**config.mk**
```make
export PLATFORM = sky130hd
export DESIGN_NAME = ebt_timer
export DESIGN_NICKNAME = d
export VERILOG_FILES = /design/src/rtl/ebt_pkg.sv /design/src/rtl/ebt_timer.sv
export SDC_FILE = /design/constraint.sdc
export NUM_CORES = 1
export LEC_CHECK = 0
export ABC_AREA = 1
export ABC_CLOCK_PERIOD_IN_PS = 4100
export BUFFER_PORTS_ARGS = -buffer_cell sky130_fd_sc_hd__buf_4
export CAP_MARGIN = 20
export CORE_AREA = 2 2 106 108
export CTS_BUF_LIST = sky130_fd_sc_hd__clkbuf_8
export DETAILED_ROUTE_END_ITERATION = 8
export DIE_AREA = 0 0 108 110
export SYNTH_ARGS = -nofsm -noshare
export SYNTH_HDL_FRONTEND = slang
export SYNTH_SLANG_ARGS = --single-unit
```
**constraint.sdc**
```tcl
create_clock -name clk -period 4.1 [get_ports clk]
set_clock_uncertainty 0.15 [all_clocks]
set_input_delay 0.615 -clock clk [delete_from_list [all_inputs] [get_ports clk]]
set_output_delay 0.615 -clock clk [all_outputs]
set_load 0.03 [all_outputs]
```
**src/rtl/ebt_pkg.sv**
```systemverilog
package ebt_pkg;

   localparam logic [9:0] EBT_IDX_CTRL    = 10'h01a;
   localparam logic [9:0] EBT_IDX_CMP     = 10'h01b;
   localparam logic [9:0] EBT_IDX_CFG     = 10'h01c;
   localparam logic [9:0] EBT_IDX_STATUS  = 10'h01d;

   localparam int         EBT_POS_MODE    = 0;
   localparam int         EBT_POS_CLKSEL  = 2;
   localparam int         EBT_POS_RUN     = 5;
   localparam int         EBT_POS_DOUBLE  = 0;
   localparam int         EBT_POS_CNT     = 0;
   localparam int         EBT_POS_DIVOUT  = 8;
   localparam int         EBT_POS_PWMOUT  = 9;

   localparam logic [7:0] EBT_RST_CMP     = 8'hff;
   localparam logic       EBT_RST_DOUBLE  = 1'b0;

   localparam logic [2:0] EBT_CLK_EXT     = 3'h7;
   localparam logic [7:0] EBT_CNT_TOP     = 8'hff;
   localparam int         EBT_DIV_W       = 13;

   localparam logic [3:0] EBT_EXP_SEL0    = 4'hb;
   localparam logic [3:0] EBT_EXP_SEL1    = 4'h7;
   localparam logic [3:0] EBT_EXP_SEL2    = 4'h5;
   localparam logic [3:0] EBT_EXP_SEL3    = 4'h3;
   localparam logic [3:0] EBT_EXP_SEL4    = 4'h2;
   localparam logic [3:0] EBT_EXP_SEL5    = 4'h1;
   localparam logic [3:0] EBT_EXP_SEL6    = 4'h0;

   typedef enum logic [1:0] {
      EBT_MODE_TIMER = 2'b00,
      EBT_MODE_RSVD  = 2'b01,
      EBT_MODE_PDO   = 2'b10,
      EBT_MODE_PWM   = 2'b11
   } ebt_mode_e;

   typedef struct packed {
      logic       run_control;
      logic [2:0] clock_select;
      ebt_mode_e  mode_select;
   } ebt_ctrl_s;

   localparam ebt_ctrl_s  EBT_RST_CTRL    = '{1'b0, 3'h0, EBT_MODE_TIMER};

endpackage

```
**src/rtl/ebt_timer.sv**
```systemverilog
// The APB slave port was left to the implementer.
`timescale 1ns/1ps
module ebt_timer (
   input  wire logic        clk,
   input  wire logic        rst_n,
   input  wire logic        psel,
   input  wire logic        penable,
   input  wire logic        pwrite,
   input  wire logic [11:0] paddr,
   input  wire logic [31:0] pwdata,
   output logic      [31:0] prdata,
   output logic             pready,
   output logic             pslverr,
   input  wire logic        event_in_pin,
   input  wire logic        stop_mode_entry,
   output logic             divider_out_pin,
   output logic             pwm_out_pin,
   output logic             timer_irq
);

   ebt_pkg::ebt_ctrl_s       ctrl;
   logic [7:0]               cmp;
   logic [7:0]               pwm_cmp;
   logic                     prescaler_double_select;
   logic [7:0]               cnt;
   logic [ebt_pkg::EBT_DIV_W-1:0] div;
   logic                     ev_s1;
   logic                     ev_s2;
   logic                     ev_s3;
   logic                     ev_lvl;
   logic                     ev_rise;
   logic                     ev_fall;
   logic                     tick;
   logic                     ext_src;
   logic [3:0]               shift;
   logic [ebt_pkg::EBT_DIV_W-1:0] mask;
   logic [7:0]               cnt_inc;
   logic                     wr_en;
   logic                     acc;
   logic [9:0]               idx;
   logic                     mapped;

   assign idx    = paddr[11:2];
   assign acc    = psel && penable;
   assign wr_en  = acc && pready && pwrite;
   assign mapped = (idx == ebt_pkg::EBT_IDX_CTRL) ||
                   (idx == ebt_pkg::EBT_IDX_CMP) ||
                   (idx == ebt_pkg::EBT_IDX_CFG) ||
                   (idx == ebt_pkg::EBT_IDX_STATUS);

   // The slave answers one cycle into the access phase.
   always_ff @(posedge clk) begin
      if (!rst_n) begin
         pready  <= 1'b0;
         pslverr <= 1'b0;
      end else begin
         pready  <= acc && !pready;
         pslverr <= acc && !pready && !mapped;
      end
   end

   always_ff @(posedge clk) begin
      if (!rst_n) begin
         prdata <= 32'h0000_0000;
      end else if (acc && !pready) begin
         prdata <= 32'h0000_0000;
         case (idx)
            ebt_pkg::EBT_IDX_CTRL: begin
               prdata[5:0] <= ctrl;
            end
            ebt_pkg::EBT_IDX_CMP: begin
               prdata[7:0] <= cmp;
            end
            ebt_pkg::EBT_IDX_CFG: begin
               prdata[ebt_pkg::EBT_POS_DOUBLE] <= prescaler_double_select;
            end
            ebt_pkg::EBT_IDX_STATUS: begin
               prdata[ebt_pkg::EBT_POS_CNT +: 8]  <= cnt;
               prdata[ebt_pkg::EBT_POS_DIVOUT]    <= divider_out_pin;
               prdata[ebt_pkg::EBT_POS_PWMOUT]    <= pwm_out_pin;
            end
            default: begin
               prdata <= 32'h0000_0000;
            end
         endcase
      end
   end

   always_ff @(posedge clk) begin
      if (!rst_n) begin
         ctrl <= ebt_pkg::EBT_RST_CTRL;
      end else if (stop_mode_entry) begin
         ctrl.run_control <= 1'b0;
      end else if (wr_en && idx == ebt_pkg::EBT_IDX_CTRL) begin
         ctrl <= ebt_pkg::ebt_ctrl_s'(pwdata[5:0]);
      end
   end

   always_ff @(posedge clk) begin
      if (!rst_n) begin
         cmp                     <= ebt_pkg::EBT_RST_CMP;
         prescaler_double_select <= ebt_pkg::EBT_RST_DOUBLE;
      end else if (wr_en) begin
         if (idx == ebt_pkg::EBT_IDX_CMP) begin
            cmp <= pwdata[7:0];
         end
         if (idx == ebt_pkg::EBT_IDX_CFG) begin
            prescaler_double_select <= pwdata[ebt_pkg::EBT_POS_DOUBLE];
         end
      end
   end

   // The event pin is synchronised; a level counts once stages two and
   // three agree.
   always_ff @(posedge clk) begin
      if (!rst_n) begin
         ev_s1  <= 1'b0;
         ev_s2  <= 1'b0;
         ev_s3  <= 1'b0;
         ev_lvl <= 1'b0;
      end else begin
         ev_s1 <= event_in_pin;
         ev_s2 <= ev_s1;
         ev_s3 <= ev_s2;
         if (ev_s2 == ev_s3) begin
            ev_lvl <= ev_s3;
         end
      end
   end

   assign ev_rise = (ev_s2 == ev_s3) && ev_s3 && !ev_lvl;
   assign ev_fall = (ev_s2 == ev_s3) && !ev_s3 && ev_lvl;

   always_ff @(posedge clk) begin
      if (!rst_n) begin
         div <= '0;
      end else begin
         div <= div + 1'b1;
      end
   end

   always_comb begin
      case (ctrl.clock_select)
         3'h0:    shift = ebt_pkg::EBT_EXP_SEL0;
         3'h1:    shift = ebt_pkg::EBT_EXP_SEL1;
         3'h2:    shift = ebt_pkg::EBT_EXP_SEL2;
         3'h3:    shift = ebt_pkg::EBT_EXP_SEL3;
         3'h4:    shift = ebt_pkg::EBT_EXP_SEL4;
         3'h5:    shift = ebt_pkg::EBT_EXP_SEL5;
         default: shift = ebt_pkg::EBT_EXP_SEL6;
      endcase
      shift = shift + {3'h0, prescaler_double_select};
      mask  = ebt_pkg::EBT_DIV_W'((1 << shift) - 1);
   end

   assign ext_src = (ctrl.clock_select == ebt_pkg::EBT_CLK_EXT);
   assign tick    = ext_src ? ev_rise : ((div & mask) == mask);
   assign cnt_inc = cnt + 8'h01;

   always_ff @(posedge clk) begin
      if (!rst_n) begin
         cnt       <= 8'h00;
         timer_irq <= 1'b0;
      end else if (!ctrl.run_control) begin
         cnt       <= 8'h00;
         timer_irq <= 1'b0;
      end else begin
         timer_irq <= 1'b0;
         case (ctrl.mode_select)
            ebt_pkg::EBT_MODE_TIMER: begin
               if (ext_src) begin
                  if (ev_fall && cnt == cmp) begin
                     cnt       <= 8'h00;
                     timer_irq <= 1'b1;
                  end else if (tick) begin
                     cnt <= cnt_inc;
                  end
               end else if (tick) begin
                  if (cnt_inc == cmp) begin
                     cnt       <= 8'h00;
                     timer_irq <= 1'b1;
                  end else begin
                     cnt <= cnt_inc;
                  end
               end
            end
            ebt_pkg::EBT_MODE_PDO: begin
               if (tick) begin
                  if (cnt_inc == cmp) begin
                     cnt       <= 8'h00;
                     timer_irq <= 1'b1;
                  end else begin
                     cnt <= cnt_inc;
                  end
               end
            end
            ebt_pkg::EBT_MODE_PWM: begin
               if (tick) begin
                  cnt       <= cnt_inc;
                  timer_irq <= (cnt == ebt_pkg::EBT_CNT_TOP);
               end
            end
            default: begin
               cnt <= 8'h00;
            end
         endcase
      end
   end

   always_ff @(posedge clk) begin
      if (!rst_n) begin
         divider_out_pin <= 1'b1;
      end else if (!ctrl.run_control ||
                   ctrl.mode_select != ebt_pkg::EBT_MODE_PDO) begin
         divider_out_pin <= 1'b1;
      end else if (tick && cnt_inc == cmp) begin
         divider_out_pin <= !divider_out_pin;
      end
   end

   // PWM low on match, high on overflow
   always_ff @(posedge clk) begin
      if (!rst_n) begin
         pwm_out_pin <= 1'b1;
      end else if (!ctrl.run_control ||
                   ctrl.mode_select != ebt_pkg::EBT_MODE_PWM) begin
         pwm_out_pin <= 1'b1;
      end else if (tick) begin
         if (cnt == ebt_pkg::EBT_CNT_TOP) begin
            pwm_out_pin <= 1'b1;
         end else if (cnt_inc == pwm_cmp) begin
            pwm_out_pin <= 1'b0;
         end
      end
   end

   always_ff @(posedge clk) begin
      if (!rst_n) begin
         pwm_cmp <= ebt_pkg::EBT_RST_CMP;
      end else if (!ctrl.run_control) begin
         pwm_cmp <= cmp;
      end else if (tick && cnt == ebt_pkg::EBT_CNT_TOP) begin
         pwm_cmp <= cmp;
      end
   end

   chk_stop_clear: assert property (
      @(posedge clk) disable iff (!rst_n)
      !ctrl.run_control |=> (cnt == 8'h00))
      else $error("Counter not cleared while stopped.");

   chk_stop_high: assert property (
      @(posedge clk) disable iff (!rst_n)
      !ctrl.run_control |=> (divider_out_pin && pwm_out_pin))
      else $error("Output pin not high while stopped.");

   chk_stop_mode: assert property (
      @(posedge clk) disable iff (!rst_n)
      stop_mode_entry |=> !ctrl.run_control)
      else $error("Run bit survived stop mode entry.");

   chk_ctrl_read: assert property (
      @(posedge clk) disable iff (!rst_n)
      (acc && pready && !pwrite && idx == ebt_pkg::EBT_IDX_CTRL)
      |-> (prdata[31:6] == 26'h0 && prdata[5:0] == ctrl))
      else $error("Control read data wrong.");

   chk_timer_match: assert property (
      @(posedge clk) disable iff (!rst_n)
      (ctrl.run_control && ctrl.mode_select == ebt_pkg::EBT_MODE_TIMER &&
       !ext_src && tick && cnt_inc == cmp && !stop_mode_entry)
      |=> (timer_irq && cnt == 8'h00))
      else $error("Timer match did not interrupt and clear.");

   chk_event_count: assert property (
      @(posedge clk) disable iff (!rst_n)
      (ctrl.run_control && ext_src &&
       ctrl.mode_select == ebt_pkg::EBT_MODE_TIMER && ev_rise &&
       !stop_mode_entry && !(wr_en && idx == ebt_pkg::EBT_IDX_CTRL))
      |=> (cnt == $past(cnt_inc) && !timer_irq))
      else $error("Event rising edge not counted.");

   chk_pdo_toggle: assert property (
      @(posedge clk) disable iff (!rst_n)
      (ctrl.run_control && ctrl.mode_select == ebt_pkg::EBT_MODE_PDO &&
       $past(ctrl.run_control) && timer_irq)
      |-> (divider_out_pin != $past(divider_out_pin)))
      else $error("Divider output did not toggle on match.");

   chk_pwm_wrap: assert property (
      @(posedge clk) disable iff (!rst_n)
      (ctrl.run_control && ctrl.mode_select == ebt_pkg::EBT_MODE_PWM &&
       tick && cnt == ebt_pkg::EBT_CNT_TOP && !stop_mode_entry &&
       !(wr_en && idx == ebt_pkg::EBT_IDX_CTRL))
      |=> (timer_irq && pwm_out_pin && cnt == 8'h00 &&
           pwm_cmp == $past(cmp)))
      else $error("PWM overflow handling wrong.");

   chk_pwm_load: assert property (
      @(posedge clk) disable iff (!rst_n)
      (ctrl.run_control && $past(ctrl.run_control) &&
       !(tick && cnt == ebt_pkg::EBT_CNT_TOP))
      |=> (pwm_cmp == $past(pwm_cmp)))
      else $error("PWM compare changed mid period.");

endmodule

```
==> qor_table.md <==
| Item | This run | Unit |
|---|---|---|
| Average wire length per cell after detail routing | 13.7 | um |
| DRC errors left | 0 | - |
| Setup CP Type | reg2reg | - |
| Total of cells resized after clock tree synthesis | 0 | - |
| Via/cell ratio | 5.02 | - |
| Largest cells by area after synthesis | dfxtp_1, nand2_1, nand3_1 | - |
| Average footprint of a synthesized cell | 6.86 | um^2 |
| Post-synthesis register bit count | 63 | - |
| Number of endpoints with negative hold slack in the final report | 0 | - |
| Y dimension of the die | 110 | um |
| Port bufs | 39 | - |
| Deepest level of the CTS H-tree | 3 | - |
| Worst hold path class | reg2reg | - |
| Worst-margin pin slew | 0.754 | ns |
| Antenna violations before repair | 0 | - |
| Buffer levels on the longest clock path | 2 | - |
| Peak Freq | 286 | MHz |
| Startpoint type of the worst setup path | flip-flop | - |
| Async set-or-reset flop fraction in the synthesized netlist | 0 | % |
| FILL cells | 1,154 | - |
| Wire length of the first global-routing pass | 15,900 | um |
| Static power due to leakage | 1.90 | nW |
| Final sum of negative setup slack | 0 | ns |
| Number of buffers inserted during clock tree synthesis | 9 | - |
| Global-route layer with the greatest usage | met2 | - |
| Chip Width | 108 | um |
| Slew Limit Fails | 0 | - |
| Die area | 11,900 | um^2 |
| # hold bufs at CTS | 0 | - |
| Clk Tree Root Cell | clkbuf_8 | - |
| Setup repair after global routing missed its margin | no | - |
| Sinks on Clock Net | 63 | - |
| Share of post-route cells with drive strength above 1 | 14.1 | % |
| Critical-path cell list | inv_2, nand2_1, nand2_1, ha_1, ha_1, nor2_1, nand3_1, ha_1, nor2_1, nor3_1, nand2_1, a21oi_1, nand3_1, nor2_1, nand2_1, nand2_2, buf_4, nand3_1, nand2_1, inv_1, a21oi_1 | - |
| Reported max-cap violation count | 0 | - |
| GR met1 Demand/Resource | 23.3 | % |
| Global routing usage summed across all routing layers | 17.3 | % |
| Detailed-route via count | 3,651 | - |
| IO Count | 88 | - |
| Final instance count without filler cells | 727 | - |
| Final routed wirelength across all metal layers | 9940 | um |
| Power after layout | 1.26 | mW |
| Critical-path cell with the highest stage delay | dfxtp_1 | - |
| Ratio of final minimum period to clock period | 85.3 | % |
| Vias in the first global route | 3,350 | - |
| Yosys top cell area share | 34.0 | % |
| Floorplan row count | 38 | - |
| Maximum number of pins on one net before global-route repair | 43 | - |
| Total gr overflow | 0 | - |
| Share of synthesized area occupied by flip-flops and latches | 34.0 | % |
| Peak VDD IR | 0.191 | mV |
| Max incr delay on CP | 0.39 | ns |
| Initial Util | 34.6 | % |
| Number of distinct library cells after synthesis | 37 | - |
| Pwr dens | 296 | nW/um^2 |
| Total standard cell area after synthesis | 3710 | um^2 |
| Final antenna diode count | 0 | - |
| Min Clock Period, post-route | 3.50 | ns |
| Number of warnings issued by yosys | 0 | - |
| Growth of design area from synthesis to finish | 14.7 | % |
| Relative max-transition margin | 49.5 | % |
| Post-layout instance area | 4250 | um^2 |
| GR Layer Usage met2 | 26.9 | % |
| Cell type contributing the most total cell area after synthesis | dfxtp_1 | - |
| Post-Synthesis Cells | 540 | - |
| Iteration count of the initial detailed-routing pass | 5 | - |
| Outcome | finished clean | - |
| Antenna Nets Post-Route | 0 | - |
| EDFF count, synth | 0 | - |
| Critical path endpoint category | flip-flop | - |
| Core area | 10,700 | um^2 |
| DP HPWL | 7540 | um |
| Count of routing violations after the opening detailed-route iteration | 181 | - |
| Cell total after placement | 711 | - |
| Worst skew pair latency | 0.34 | ns |
| Standard cell area after detailed placement | 4050 | um^2 |
| CTS tree | yes | - |
| NumNets Final | 640 | - |
| RePlAce Congestion | 0.868 | - |
| Met3 track demand over resource in global routing | 3.47 | % |
| Critical path fanouts, max | 15 | - |
| Number of buffers inserted by post-CTS setup repair | 0 | - |
| Clock-pin slew of the registers on the worst-case setup and hold paths | 0.07 | ns |
| Flip-flop cell with the highest count after synthesis | dfxtp_1 | - |
| Endpoints failing setup | 0 | - |
| CP Data Required Time | 4.21 | ns |
| Data arrival time at the worst-slack endpoint | 3.61 | ns |
| Most repeated library cell on the critical path | nand2_1 | - |
[kinds of logic after synthesis]
family | Yosys count | share of synthesized area [%]
simple gates | 246 | 30.7
buf+inv | 105 | 13.4
compound gates | 103 | 15.9
flops | 63 | 34.0
xor+xnor | 15 | 3.55
fa+ha+maj | 7 | 2.36
other cells | 1 | 0.101
[cell usage in the layout (no fill, tap or decap), types with 7 or more instances in the layout]
master / count
a21oi_1: 46
nand4_1: 7
nor2_1: 39
inv_1: 66
ha_1: 7
xnor2_1: 7
nor3_1: 12
conb_1: 22
o21ai_0: 33
nand3_1: 66
o211ai_1: 8
nand2_2: 9
nand2_1: 101
xor2_1: 8
buf_4: 42
dfxtp_1: 63
clkbuf_8: 10
[registers in the layout, indices dropped and copies added, names as in the netlist]
| name | flops |
|---|---|
| cnt | 8 |
| ev_s3 | 1 |
| prdata | 10 |
| timer_irq | 1 |
| divider_out_pin | 1 |
| ev_lvl | 1 |
| ctrl | 6 |
| pready | 1 |
| cmp | 8 |
| prescaler_double_select | 1 |
| ev_s2 | 1 |
| pwm_out_pin | 1 |
| pwm_cmp | 8 |
| ev_s1 | 1 |
| div | 13 |
| pslverr | 1 |
[critical path, delay by kind of cell, from the launching register on]
kind	cells	cell delay, ns
adders and majority gates	3	0.87
and+or+nand+nor	13	1.39
AOI/OAI and AO/OA	2	0.27
buffers and inverters	3	0.35
DFF	1	0.39
[synth_stat cells, drive strengths merged (8+ instances only)]
cell      n
a21oi    46
buf      25
dfxtp    63
inv      72
nand2   110
nand3    69
nand4     9
nor2     41
nor3     13
o211ai    8
o21ai    35
xor2      8
[where the power goes]
part           internal [mW]  leakage [nW]  total (mW)  switching [mW]
Combinational         0.0282          1.29      0.0931          0.0649
Clock                  0.294        0.0981       0.541           0.247
Sequential             0.619         0.510       0.624         0.00487
Total                  0.941          1.90        1.26           0.317
[worst paths after layout]
check	start	end	slack [ns]	depth (start not counted)
max	ctrl[3]	timer_irq	0.60	21
min	ev_s1	ev_s2	0.27	2
max reg2reg	ctrl[3]	timer_irq	0.60	21
min reg2reg	ev_s1	ev_s2	0.27	2
[stage by stage]
stage          util (%)  setup WS [ns]  hold slack [ns]
6_report           39.7          0.602            0.268
5_1_grt            39.7          0.270            0.284
4_1_cts            39.7          0.613            0.268
3_5_place_dp       37.9          0.644            0.251
3_3_place_gp       37.9          0.672            0.246
2_1_floorplan         -           1.09            0.240
[layout make-up]
type | count | area [um^2] | area share [%]
multi-input cells | 393 | 2030 | 47.7
well taps | 140 | 175 | 4.12
inverters | 73 | 274 | 6.44
flip-flops and latches | 63 | 1260 | 29.7
clock buffers | 10 | 138 | 3.24
repair buffers | 42 | 315 | 7.42
clock inverters | 6 | 60.1 | 1.41
[metal layers]
metal  part of all wire [%]  routed length (um)
met1                     47                4680
met2                     44                4350
met3                    6.7                 668
met4                    2.4                 243
met5                      0                   0
(Power assumes the default switching activity.)
